**config.mk**
```make
export PLATFORM = sky130hd
export DESIGN_NAME = sar_conv_ctl
export DESIGN_NICKNAME = d
export VERILOG_FILES = /design/src/rtl/sar_ctl_pkg.sv /design/src/rtl/trial_timer.sv /design/src/rtl/sar_conv_ctl.sv
export VERILOG_INCLUDE_DIRS = /design/src /design/src/rtl
export SDC_FILE = /design/constraint.sdc
export NUM_CORES = 1
export LEC_CHECK = 0
export BUFFER_PORTS_ARGS = -buffer_cell sky130_fd_sc_hd__clkbuf_2
export CAP_MARGIN = 15
export CORE_UTILIZATION = 40
export DETAILED_ROUTE_END_ITERATION = 12
export GPL_ROUTABILITY_DRIVEN = 1
export SLEW_MARGIN = 20
export SYNTH_ARGS = -nofsm -noshare
export SYNTH_HDL_FRONTEND = slang
export SYNTH_SLANG_ARGS = --single-unit
```
**constraint.sdc**
```tcl
create_clock -name clk_sys -period 3.5 [get_ports clk_sys]
set_input_delay 0.7 -clock clk_sys [delete_from_list [all_inputs] [get_ports clk_sys]]
set_output_delay 0.7 -clock clk_sys [all_outputs]
set_load 0.01 [all_outputs]
```
**src/rtl/sar_ctl_map.svh**
```systemverilog
// constants for the successive-approximation conversion control
// assumes a 200 MHz system clock; included by the package and modules
`ifndef SAR_CTL_MAP_SVH
`define SAR_CTL_MAP_SVH

`define CLK_PERIOD_NS     5
`define RESULT_BITS       10
`define RESULT_MSB        9
`define CONV_MIN_NS       15000
`define CONV_MAX_NS       40000
`define BLANK_DELAY_NS    1500
`define BLANK_MIN_NS      2000
`define DATA_VALID_NS     500
// bit trial period: 25 us typical over ten trials, 2500 ns each
`define TRIAL_NS          2500
`define TRIAL_CYCLES      ((`TRIAL_NS + `CLK_PERIOD_NS - 1) / `CLK_PERIOD_NS)
`define BLANK_DLY_CYCLES  (`BLANK_DELAY_NS / `CLK_PERIOD_NS)
`define BLANK_MIN_CYCLES  ((`BLANK_MIN_NS + `CLK_PERIOD_NS - 1) / `CLK_PERIOD_NS)
`define CONV_MIN_CYCLES   (`CONV_MIN_NS / `CLK_PERIOD_NS)
`define CONV_MAX_CYCLES   (`CONV_MAX_NS / `CLK_PERIOD_NS)
`define CNT_W             16
`define RESULT_ZERO       10'h000
`define MSB_ONEHOT        10'h200
`define CNT_ZERO          16'h0000
`define CNT_ONE           16'h0001

`endif

```
**src/rtl/sar_ctl_pkg.sv**
```systemverilog
// types for the successive-approximation conversion control
// assumes sar_ctl_map.svh on the include path
`include "sar_ctl_map.svh"
package sar_ctl_pkg;
  typedef logic [`RESULT_MSB:0] result_t;
  typedef logic [`CNT_W-1:0]    count_t;
  typedef enum logic [1:0] {
    ST_IDLE,
    ST_CONVERT,
    ST_HALTED,
    ST_READY
  } conv_state_t;
endpackage

```
**src/rtl/trial_timer.sv**
```systemverilog
// trial period timer: one pulse per bit trial period
// assumes clk_sys at 200 MHz and synchronous active-low reset
`timescale 1ns/1ps
`include "sar_ctl_map.svh"
module trial_timer (
  input  wire logic              clk_sys,
  input  wire logic              reset_n,
  input  wire logic              clk_en,
  input  wire logic              run,
  output logic                   tick
);
  import sar_ctl_pkg::*;

  typedef struct packed {
    count_t cnt;
  } timer_state_t;

  timer_state_t st_q;
  timer_state_t st_d;

  // -----------------------------------------------------------------
  // free-running counter, restarted whenever run is low
  // -----------------------------------------------------------------
  always_comb begin
    st_d = st_q;
    if (!run) begin
      st_d.cnt = `CNT_ZERO;
    end else if (st_q.cnt == count_t'(`TRIAL_CYCLES - 1)) begin
      st_d.cnt = `CNT_ZERO;
    end else begin
      st_d.cnt = st_q.cnt + `CNT_ONE;
    end
  end

  always_ff @(posedge clk_sys) begin
    if (!reset_n) begin
      st_q <= '0;
    end else if (clk_en) begin
      st_q <= st_d;
    end
  end

  assign tick = run && (st_q.cnt == count_t'(`TRIAL_CYCLES - 1));
endmodule

```
**src/rtl/sar_conv_ctl.sv**
```systemverilog
// conversion control of a 10-bit successive-approximation converter
// assumes comparator decision is synchronous to clk_sys; no bus
// Operation
// - trial bits run from msb down to lsb, one per step
// - trial bit stays set when dac sum is below the input
// - trial bit cleared when dac sum exceeds the input
// - after all trials the register holds the 10-bit result
// - result_valid_n goes low when the bit sequence finishes
// - result_valid_n low enables the three-state data outputs
// - enabled data lines follow the approximation register bits
// - raising blank/convert floats outputs and re-arms the register
// - unipolar gives straight binary, bipolar gives offset binary
// - bipolar select switches an offset term into the comparison
// - full conversion takes between 15 and 40 microseconds
// - data lines active within 500 ns of result_valid_n low
// - blank held 2 us clears a conversion and allows restart
// - blank raised mid-conversion stops it, outputs unchanged
`timescale 1ns/1ps
`include "sar_ctl_map.svh"
module sar_conv_ctl (
  input  wire logic                clk_sys,
  input  wire logic                reset_n,
  input  wire logic                clk_en,
  input  wire logic                blank_convert,
  input  wire logic                bipolar_sel,
  input  wire logic                comp_above,
  output logic                     offset_en,
  output sar_ctl_pkg::result_t     dac_code,
  output sar_ctl_pkg::result_t     data_out,
  output logic                     data_oe,
  output logic                     result_valid_n
);
  import sar_ctl_pkg::*;

  typedef struct packed {
    conv_state_t state;
    result_t     approximation_register;
    result_t     trial_bit;
    count_t      blank_cnt;
    count_t      conv_cnt;
    logic        out_en;
    logic        ready_n;
    logic        offset;
  } ctl_state_t;

  ctl_state_t st_q;
  ctl_state_t st_d;
  logic       tick;
  logic       run;

  // -----------------------------------------------------------------
  // helpers
  // -----------------------------------------------------------------
  function automatic count_t sat_inc(input count_t v);
    sat_inc = (v == '1) ? v : v + `CNT_ONE;
  endfunction

  // -----------------------------------------------------------------
  // trial timer
  // -----------------------------------------------------------------
  assign run = (st_q.state == ST_CONVERT) && !blank_convert;

  trial_timer u_timer (
    .clk_sys (clk_sys),
    .reset_n (reset_n),
    .clk_en  (clk_en),
    .run     (run),
    .tick    (tick)
  );

  // -----------------------------------------------------------------
  // control sequence
  // -----------------------------------------------------------------
  always_comb begin
    st_d = st_q;
    // offset current follows the static select; latched per conversion
    if (st_q.state == ST_IDLE) begin
      st_d.offset = bipolar_sel;
    end
    if (blank_convert) begin
      st_d.blank_cnt = sat_inc(st_q.blank_cnt);
    end else begin
      st_d.blank_cnt = `CNT_ZERO;
    end
    // running age of the conversion, halted cycles left out
    if (st_q.state == ST_IDLE) begin
      st_d.conv_cnt = `CNT_ZERO;
    end else if (run) begin
      st_d.conv_cnt = sat_inc(st_q.conv_cnt);
    end
    case (st_q.state)
      ST_IDLE: begin
        if (!blank_convert) begin
          // start with the msb on as the first trial
          st_d.state = ST_CONVERT;
          st_d.trial_bit = `MSB_ONEHOT;
          st_d.approximation_register = `MSB_ONEHOT;
        end
      end
      ST_CONVERT: begin
        if (blank_convert) begin
          st_d.state = ST_HALTED;
        end else if (tick) begin
          // decision sampled once per trial period
          if (comp_above) begin
            st_d.approximation_register =
              st_q.approximation_register & ~st_q.trial_bit;
          end // else bit left on
          st_d.trial_bit = st_q.trial_bit >> 1;
          st_d.approximation_register = st_d.approximation_register |
                                        (st_q.trial_bit >> 1);
          if (st_q.trial_bit[0]) begin
            // lsb decided: result complete
            st_d.state = ST_READY;
            st_d.ready_n = 1'b0;
            st_d.out_en = 1'b1;
          end
        end
      end
      ST_HALTED: begin
        // short pulse resumes; a full blank pulse clears
        if (st_q.blank_cnt >= count_t'(`BLANK_MIN_CYCLES - 1)) begin
          st_d.state = ST_IDLE;
          st_d.approximation_register = `RESULT_ZERO;
        end else if (!blank_convert) begin
          st_d.state = ST_CONVERT;
        end
      end
      ST_READY: begin
        if (blank_convert &&
            st_q.blank_cnt >= count_t'(`BLANK_DLY_CYCLES - 1)) begin
          st_d.state = ST_IDLE;
          st_d.ready_n = 1'b1;
          st_d.out_en = 1'b0;
          st_d.approximation_register = `RESULT_ZERO;
          st_d.trial_bit = `RESULT_ZERO;
        end
      end
      default: begin
        st_d.state = ST_IDLE;
      end
    endcase
  end

  always_ff @(posedge clk_sys) begin
    if (!reset_n) begin
      st_q.state <= ST_IDLE;
      st_q.approximation_register <= `RESULT_ZERO;
      st_q.trial_bit <= `RESULT_ZERO;
      st_q.blank_cnt <= `CNT_ZERO;
      st_q.conv_cnt <= `CNT_ZERO;
      st_q.out_en <= 1'b0;
      st_q.ready_n <= 1'b1;
      st_q.offset <= 1'b0;
    end else if (clk_en) begin
      st_q <= st_d;
    end
  end

  // -----------------------------------------------------------------
  // outputs
  // -----------------------------------------------------------------
  // code is plain binary in both modes; the offset term makes it offset
  // binary in bipolar mode, so no recoding is needed here
  assign data_out = st_q.approximation_register;
  assign data_oe = st_q.out_en;
  assign result_valid_n = st_q.ready_n;
  assign dac_code = st_q.approximation_register;
  assign offset_en = st_q.offset;
endmodule

```
# [After elaboration in Yosys (flattened, before gate mapping)]
# Cells that the tools add are included.
[word_totals] regBits=57 out_inout_bits=23 elab_cells=67
[op_classes] addsub=2 magnitude_cmp=2 eq_ne=15 muxes=24 bitwise_logic=3 n_reduce_logical=13
[op_table] operator="22-bit two-way mux" n=3
[op_table] operator="16-bit two-way mux" n=4
[op_table] operator="10-bit two-way mux" n=5
[op_table] operator="12-bit one-hot mux with 4 select lines" n=1
[op_table] operator="16-bit by 1-bit adder with 16-bit output (second input constant)" n=2
[op_table] operator="16-bit by 9-bit greater-or-equal comparator with 1-bit output (second input constant)" n=2
[op_table] operator="10-bit one-hot mux with 3 select lines" n=1
[op_table] operator="6-bit AND reduction" n=4
[op_table] operator="20-bit two-way mux" n=1
[op_table] operator="16-bit == test (second input constant)" n=1
[op_table] operator="16-bit by 9-bit == test with 1-bit output (second input constant)" n=1
[op_table] operator="2-bit two-way mux" n=8
[op_table] operator="2-bit != test (second input constant)" n=7
[op_table] operator="10-bit AND" n=1
[op_table] operator="10-bit NOT" n=1
[op_table] operator="10-bit by 9-bit bitwise OR with 10-bit output" n=1
[op_table] operator="3-bit != test (second input constant)" n=3
[op_table] operator="2-bit == test (second input constant)" n=2
[op_table] operator="2-bit one-hot mux with 2 select lines" n=1
[op_table] operator="2-bit AND reduction" n=2
[op_table] operator="1-bit logical AND" n=3
[op_table] operator="3-bit nonzero test" n=1
[op_table] operator="2-bit by 1-bit == test with 1-bit output (second input constant)" n=1
[op_table] operator="2-bit logical NOT" n=1
[op_table] operator="other kinds (2)" n=2

# [Depth between registers and ports, before layout]
# Gate-level depths: netlist of the first run.
[depth] depth_word=10 ltp_mapped=7

# [Modules after synthesis]
# From an unflattened synthesis of the first run, not the netlist that was laid out.
[unflattened] hier_cells=367 hier_area_um2=3083.0
[by_module_without_submodules] mod="sar_conv_ctl" n_inst=1 cells_each=252 area_per_inst_um2=2118.3
[by_module_without_submodules] mod="trial_timer" n_inst=1 cells_each=115 area_per_inst_um2=964.7

# [Least setup slack after synthesis of the first run]
# Ideal clock, no wire load.
[synth_path] path_kind="input port to flip-flop" from="input blank_convert" to="register st_q, in the netlist dac_code[1]" setup_time_ps=122 arrival_ps=1899 t_required_ps=3378 setup_slack_ps=1479 cell_stages=6 path_buffers=1 path_cell_list="buf_2 > nand2_1 > o22ai_1 > o21a_1 > nand3_1 > a221o_1"
[synth_via] elab_chain_len=5
[synth_lines] element="start: declaration" line="sar_conv_ctl.sv:24" source="input wire logic blank_convert,"
[synth_lines] element="1-bit logical NOT"
[synth_lines] element="1-bit logical AND" line="sar_conv_ctl.sv:61" source="assign run = (st_q.state == ST_CONVERT) && !blank_convert;"
[synth_lines] element="1-bit logical AND" line="trial_timer.sv:43" source="assign tick = run && (st_q.cnt == count_t'(`TRIAL_CYCLES - 1));"
[synth_lines] element="2-bit != test (no source line)"
[synth_lines] element="6-bit AND reduction (no source line) (*)"
[synth_lines] element="end signal: assignment" line="sar_conv_ctl.sv:156" source="st_q <= st_d;"
[synth_lines] element="end: declaration" line="sar_conv_ctl.sv:46" source="ctl_state_t st_q;"
# Mark *: on every way between the ends. The rest lies on a longest branch, timed or not.
# A chain may end at the register's enable or synchronous reset.

# [Worst setup path after layout of the first run]
[layout_path] from="register u_timer.st_q[0] (netlist bit)" to="register st_q[35] (netlist bit)"
[layout_via] elab_chain_len=4
[layout_lines] element="start: declaration" line="trial_timer.sv:18" source="timer_state_t st_q;"
[layout_lines] element="start signal: assignment" line="trial_timer.sv:39" source="st_q <= st_d;"
[layout_lines] element="16-bit by 9-bit == test with 1-bit output" line="trial_timer.sv:43"
[layout_lines] element="1-bit logical AND" line="trial_timer.sv:43"
[layout_lines] element="2-bit != test (no source line)"
[layout_lines] element="6-bit AND reduction (no source line)"
# No other way between the ends.

==> out/qor.yml, run 1 <==
crit_slowest_cell: "or2_1"
grt_max_degree: 42
via_per_inst: 5.21
slew_violations: 0
arrival_ns: 2.60
areaGrowthSynthToFinish_pct: 8.39
busiest_layer: "met1"
crit_chain: "ha_1 > nor4b_1 > nand4_1 > a211oi_1 > or2_1 > mux2_1"
antenna_found_initial: 0
path_class: "flop to flop"
pin_count: 29
dr.pass1.iters: 4
clkLatencyLatePin_ns: 0.33
ys_ff_latch: 57
start_util_pct: 42.5
synth_area_per_cell_um2: 8.51
postSynthNetCount: 356
synth_area_um2: 2950
wl_um: 5770
drive_gt1_share_pct: 13.2
critPathLaunchType: "flop"
cts.htree.levels: 3
cts_setup_buffers: 0
io_buffers: 28
worstMarginPinSlew_ns: 0.713
power.density_nw_per_um2: 439
finalSetupViolCount: 0
grt_pass1_wl_um: 9850
rrSetupSlack_ns: 1.11
drv_cap: 0
max_stage_delay_ns: 0.52
fin_nets: 359
synthDistinctLibCells: 51
place_hpwl_um: 3920
ys_warn_count: 0
antenna_cells: 0
post-route-period-util_pct: 68.3
fp.dieW_um: 87.9
root_buffer: "clkbuf_8"
gr-usage-met2_pct: 23.7
globalRouteOverflowTotal: 0
cts_tree: "yes"
status: "completed"
rsz0062_at_grt: "false"
met1_usage_pct: 24.0
mostFrequentLayoutCell: "dfxtp_1"
post_cts_resized: 0
cp-end-kind: "flop"
required_ns: 3.71
synth_cells: 347
relSlewSlack_pct: 52.5
rows: 30
grt_pass1_vias: 2065
fin_skew_ns: 0.0130
synth_top_family_by_area: "simple AND/OR/NAND/NOR gates"
drt_iter0_markers: 215
power_w: 0.00141
hold_viol: 0
coreArea_um2: 6940
tns_ns: 0
wl_per_cell_um: 12.8
numCtsBuffers: 9
timing.fmax_mhz: 419
clock_path_buffers: 2
layout_common_cells: "57 x dfxtp_1, 39 x nand2_1, 31 x nor2_1, 28 x clkbuf_2, 21 x nand3_1"
place.gp.congestion: 0.796
path_clk_slew_ns: 0.06
ant_nets: 0
grtUsageTotal_pct: 16.4
seq_area_frac_synth_pct: 38.7
vias: 2348
hold_class: "flop to flop"
vdd_drop_max_v: 0.000202
synth_mux_area_share_pct: 4.11
drc_errors: 0
nFillCells: 703
cts_sinks: 57
synth_compound_area_share_pct: 13.6
period_needed_ns: 2.39
gr-usage-met3_pct: 2.83
cts_hold_buf: 0
power.leakage_nw: 1.18
synthXorXnorAreaFrac_pct: 7.42
synth_simple_gate_area_share_pct: 26.4
die_area_um2: 7730
cp_max_fo: 11
synth_fa_ha_area_share_pct: 1.27
die_h_um: 87.9
==> worst max-delay path: cells and delay by family, from the launching register on <==
family	cells	cell delay, ns
fa+ha+maj	1	0.20
mux	1	0.38
flops	1	0.38
simple gates	3	1.06
compound gates	1	0.26
==> sequential cells by signal, summed over array words and instances (netlist names) <==
signal          cells
offset_en           1
result_valid_n      1
dac_code           10
st_q               28
u_timer.st_q       16
data_oe             1
==> routing by layer <==
layer / routed length, µm / vias to the layer above
met5: 0 / -
met2: 2490 / 45
met3: 320 / 5
met4: 50 / 0
met1: 2910 / 1084
li1: - / 1214
==> power by group <==
group | switching, W | total [W] | internal [W]
Sequential | 0.0000104 | 0.000667 | 0.000656
Combinational | 0.0000548 | 0.0000815 | 0.0000267
Clock | 0.000260 | 0.000657 | 0.000397
==> worst paths after layout <==
check	from	endpoint	cells past startpoint
setup / recovery	u_timer.st_q[0]	st_q[35]	6
hold / removal	data_oe	data_oe	2
setup reg to reg	u_timer.st_q[0]	st_q[35]	6
hold reg to reg	data_oe	data_oe	2
==> stage by stage <==
step	setup slack [ns]	hold WS, ns	cells	instance area [µm²]	util, %
after CTS	1.10	0.450	451	3200	46.1
after global routing	0.922	0.488	451	3200	46.1
final	1.11	0.451	451	3200	46.1
after detailed placement	0.851	0.441	435	2990	43.0
after floorplan	1.48	0.455	347	2950	-
after global placement	0.931	0.432	435	2990	43.0
==> area by class of cell <==
class / count / area (µm²) / share of cell area (%)
clock buffer: 10 / 128 / 3.99
clock inverter: 6 / 82.6 / 2.58
inverter: 6 / 22.5 / 0.704
multi-input combinational: 247 / 1560 / 48.7
sequential: 57 / 1140 / 35.7
tap: 96 / 120 / 3.75
timing repair buffer: 29 / 148 / 4.61
==> cell usage after synthesis (all sizes together) <==
cell / n / area, µm²
nand2: 39 / 146
ha: 3 / 37.5
o31ai: 2 / 15.0
nand4: 8 / 50.1
and4bb: 1 / 12.5
nor3b: 1 / 7.51
and4: 5 / 43.8
and4b: 1 / 10.0
or3: 3 / 18.8
o2111ai: 3 / 26.3
inv: 6 / 22.5
or2: 1 / 6.26
o22ai: 1 / 6.26
or4: 1 / 7.51
nor4b: 1 / 8.76
o21ai: 6 / 30.0
a21o: 2 / 15.0
o211ai: 4 / 35.0
o41ai: 1 / 8.76
buf: 30 / 204
xnor2: 13 / 114
and3: 6 / 37.5
a21oi: 15 / 75.1
a21boi: 3 / 22.5
nor4: 3 / 33.8
nand3: 21 / 105
a31o: 2 / 17.5
a211oi: 2 / 15.0
and2: 14 / 87.6
a41oi: 1 / 8.76
a221o: 8 / 80.1
a22oi: 1 / 7.51
o221a: 1 / 11.3
o21a: 2 / 15.0
mux2i: 11 / 110
clkbuf: 7 / 26.3
mux2: 1 / 11.3
dfxtp: 57 / 1140
nor3: 10 / 50.1
nor2b: 2 / 12.5
nand2b: 4 / 25.0
o2111a: 1 / 11.3
nor2: 31 / 116
xor2: 12 / 105
==> cells by family (layout without fill, tap and decap cells) <==
group | count (synthesis) | after routing
compound gates | 55 | 55
xor+xnor | 25 | 25
fa+ha+maj | 3 | 3
buf+inv | 43 | 51
flops | 57 | 57
mux | 12 | 12
simple gates | 152 | 152
Power figures use the tool's default switching activity.
==> run 2, diff against run 1 <==
Settings changed: ABC_AREA set to 1.
Clock period 3.5 ns to 2.1 ns, I/O delays scaled along.
==> run 2 against run 1 <==
Sequential cell count unchanged. Setup slack got worse by 0.89 ns. Combinational power increased to 7.4 times the previous value. Cell area increased by 16%. Critical path depth increased by 4. Clock skew decreased by 0.0031 ns. Hold slack got worse by 0.11 ns. Clock power increased by 55%. Global-route usage increased by 4.2 points. Total power increased by 100%. Highest routed layer unchanged.
==> out/qor.yml, run 2 <==
antenna_cells: 0  # unchanged
highest_layer: "met4"
die_h_um: 94.5  # +7.5%
drc_errors: 0  # unchanged
hold_viol: 0  # unchanged
placed_cells: 631  # +45%
globalRouteOverflowTotal: 0  # unchanged
synth_ff_type: "dfxtp_1"
cts_tree: "yes"
root_buffer: "clkbuf_8"
power.leakage_nw: 1.55  # +31%
wl_per_cell_um: 12.4  # -3.4%
async_flop_share_pct: 0  # unchanged
ys_top_cells_by_area: "dfxtp_1 33%, nand2_1 14%, nor2_1 11%"
power.density_nw_per_um2: 772  # +76%
cts_setup_buffers: 0  # unchanged
postSynthNetCount: 532  # +49%
clkLatencyLatePin_ns: 0.35  # +0.02 ns
grt_max_degree: 21  # -50%
ys_top_cells_by_count: "126 x nand2_1, 97 x nor2_1, 57 x dfxtp_1"
vdd_drop_max_v: 0.000440  # +120%
whs_path_depth: 2  # unchanged
nFillCells: 884  # +26%
drt_iter0_markers: 144  # -33%
hold_end: "result_valid_n"
pin_count: 29  # unchanged
grt_pass1_wl_um: 14400  # +46%
power_frac_clock_pct: 35.7  # -11 points
ant_nets: 0  # unchanged
reg2regPathDepth: 10  # +4
cp-end-kind: "flop"
p_comb_share_pct: 21.0  # +15 points
path_clk_slew_ns: 0.06  # about the same
cts.htree.levels: 3  # unchanged
areaGrowthSynthToFinish_pct: 8.42  # about the same
pwr-share-seq_pct: 43.2  # -4.3 points
critPathLaunchType: "flop"
io_buffers: 28  # unchanged
grtUsageTotal_pct: 20.6  # +4.2 points
place.gp.congestion: 0.863  # +8.5%
via_per_inst: 5.01  # -3.7%
layout_common_cells: "126 x nand2_1, 97 x nor2_1, 57 x dfxtp_1, 40 x inv_1, 38 x nand3_1"
numCtsBuffers: 9  # unchanged
place_hpwl_um: 5750  # +47%
tns_ns: 0  # unchanged
hp-start: "reset_n"
status: "completed"
vias: 3243  # +38%
ys_ff_latch: 57  # unchanged
rrSetupSlack_ns: 0.22  # -0.89 ns
wl_met2_um: 3560  # +43%
period_needed_ns: 1.88  # -0.510 ns
grt_pass1_vias: 3097  # +50%
post_cts_resized: 0  # unchanged
yosysTopAreaCellShare_pct: 33.4  # -5.3 points
synth-edff-count: 0  # unchanged
mostFrequentLayoutCell: "nand2_1"
worstMarginPinSlew_ns: 0.522  # -0.191 ns
drv_cap: 0  # unchanged
seq_area_frac_synth_pct: 33.4  # -5.3 points
slew_violations: 0  # unchanged
ys_warn_count: 0  # unchanged
finalSetupViolCount: 0  # unchanged
path_class: "flop to flop"
relSlewSlack_pct: 65.1  # +13 points
fp.dieW_um: 94.5  # +7.5%
largest_reg_flops: 28  # unchanged
rows: 33  # +10%
yosysTopAreaCell: "dfxtp_1"
p_switching_w: 0.000895  # +170%
synth_area_um2: 3420  # +16%
start_util_pct: 41.4  # -1.1 points
switching_share_pct: 31.3  # +8.1 points
synthDistinctLibCells: 37  # -27%
cts_sinks: 57  # unchanged
final_cells: 647  # +43%
antenna_found_initial: 0  # unchanged
fin_nets: 546  # +52%
dr.pass1.iters: 4  # unchanged
p_int_w: 0.00197  # +82%
coreArea_um2: 8260  # +19%
synth_area_per_cell_um2: 6.54  # -23%
required_ns: 2.33  # -1.38 ns
die_area_um2: 8920  # +15%
met3WireLength_um: 427  # +33%
met1Wirelength_um: 3950  # +35%
drive_gt1_share_pct: 14.8  # +1.5 points
post-route-period-util_pct: 89.5  # +21 points
hold_class: "input port to flop"
rsz0062_at_grt: "false"
fin_skew_ns: 0.00988  # -0.00314 ns
yosysMostFrequentCell: "nand2_1"
max_flop_register: "st_q"
wl_um: 8000  # +39%
r2r-end: "st_q[35]"
arrival_ns: 2.11  # -0.49 ns
cts_hold_buf: 0  # unchanged
clock_path_buffers: 2  # unchanged
synth_cells: 523  # +51%
timing.fmax_mhz: 532  # +27%
cp_max_fo: 8  # -3
r2r_start: "u_timer.st_q[0]"
run 2: layout make-up:
class | instances | area, µm² | share of cell area [%]
Multi-Input combinational cell | 385 | 1870 | 50.3
Sequential cell | 57 | 1140 | 30.8
Timing Repair Buffer | 36 | 200 | 5.40
Inverter | 48 | 180 | 4.86
Clock buffer | 13 | 149 | 4.02
Tap cell | 105 | 131 | 3.54
Clock inverter | 3 | 40.0 | 1.08
run 2: power groups by stage:
stage / sequential (W) / combinational (W) / clock, W
final: 0.00124 / 0.000602 / 0.00102
after global routing: 0.00125 / 0.000699 / 0.00110
after CTS: 0.00124 / 0.000604 / 0.00105
after detailed placement: 0.00126 / 0.000599 / 0
after global placement: 0.00126 / 0.000589 / 0
after floorplan: 0.00123 / 0.000546 / 0
run 2: metal layers:
layer	global-route usage (%)	up-vias
met3	5.07	6
met2	33.5	72
met4	6.31	0
met5	0	-
li1	-	1681
met1	26.8	1484
run 2: worst max path at each step:
stage | start | to | slack [ns] | depth (start not counted)
finish | u_timer.st_q[0] | st_q[35] | 0.22 | 10
global route | st_q[19] | st_q[32] | 0.005 | 9
CTS | st_q[19] | dac_code[1] | 0.22 | 10
detailed placement | blank_convert | st_q[34] | 0.21 | 9
global placement | blank_convert | st_q[32] | 0.28 | 9
floorplan | u_timer.st_q[0] | st_q[35] | 0.52 | 10
run 2: cells by family after synthesis:
kind of cell | count (synthesis) | share of synthesized area [%]
compound gates | 64 | 11.3
xor+xnor | 7 | 1.79
fa+ha+maj | 3 | 1.10
buf+inv | 81 | 12.1
flops | 57 | 33.4
simple gates | 311 | 40.3
run 2: critical path, stage by stage (launching register included):
cell and delay (ns):
dfxtp_1 0.40, ha_1 0.25, nand2_1 0.07, nor2_1 0.15, nand3_1 0.15, nand2_2 0.15
nand3_4 0.17, nor2_4 0.25, nand2_1 0.08, nand2_1 0.06, nor2_1 0.04
run 2: stage by stage:
| step | instance area (µm²) | setup WS (ns) | hold WS [ns] | power (W) | util, % |
|---|---|---|---|---|---|
| global route | 3710 | 0.00497 | 0.345 | 0.00305 | 44.9 |
| detailed placement | 3520 | 0.207 | 0.447 | 0.00186 | 42.6 |
| global placement | 3520 | 0.282 | 0.440 | 0.00185 | 42.6 |
| finish | 3710 | 0.221 | 0.338 | 0.00286 | 44.9 |
| floorplan | 3420 | 0.521 | 0.457 | 0.00178 | - |
| CTS | 3710 | 0.218 | 0.329 | 0.00289 | 44.9 |
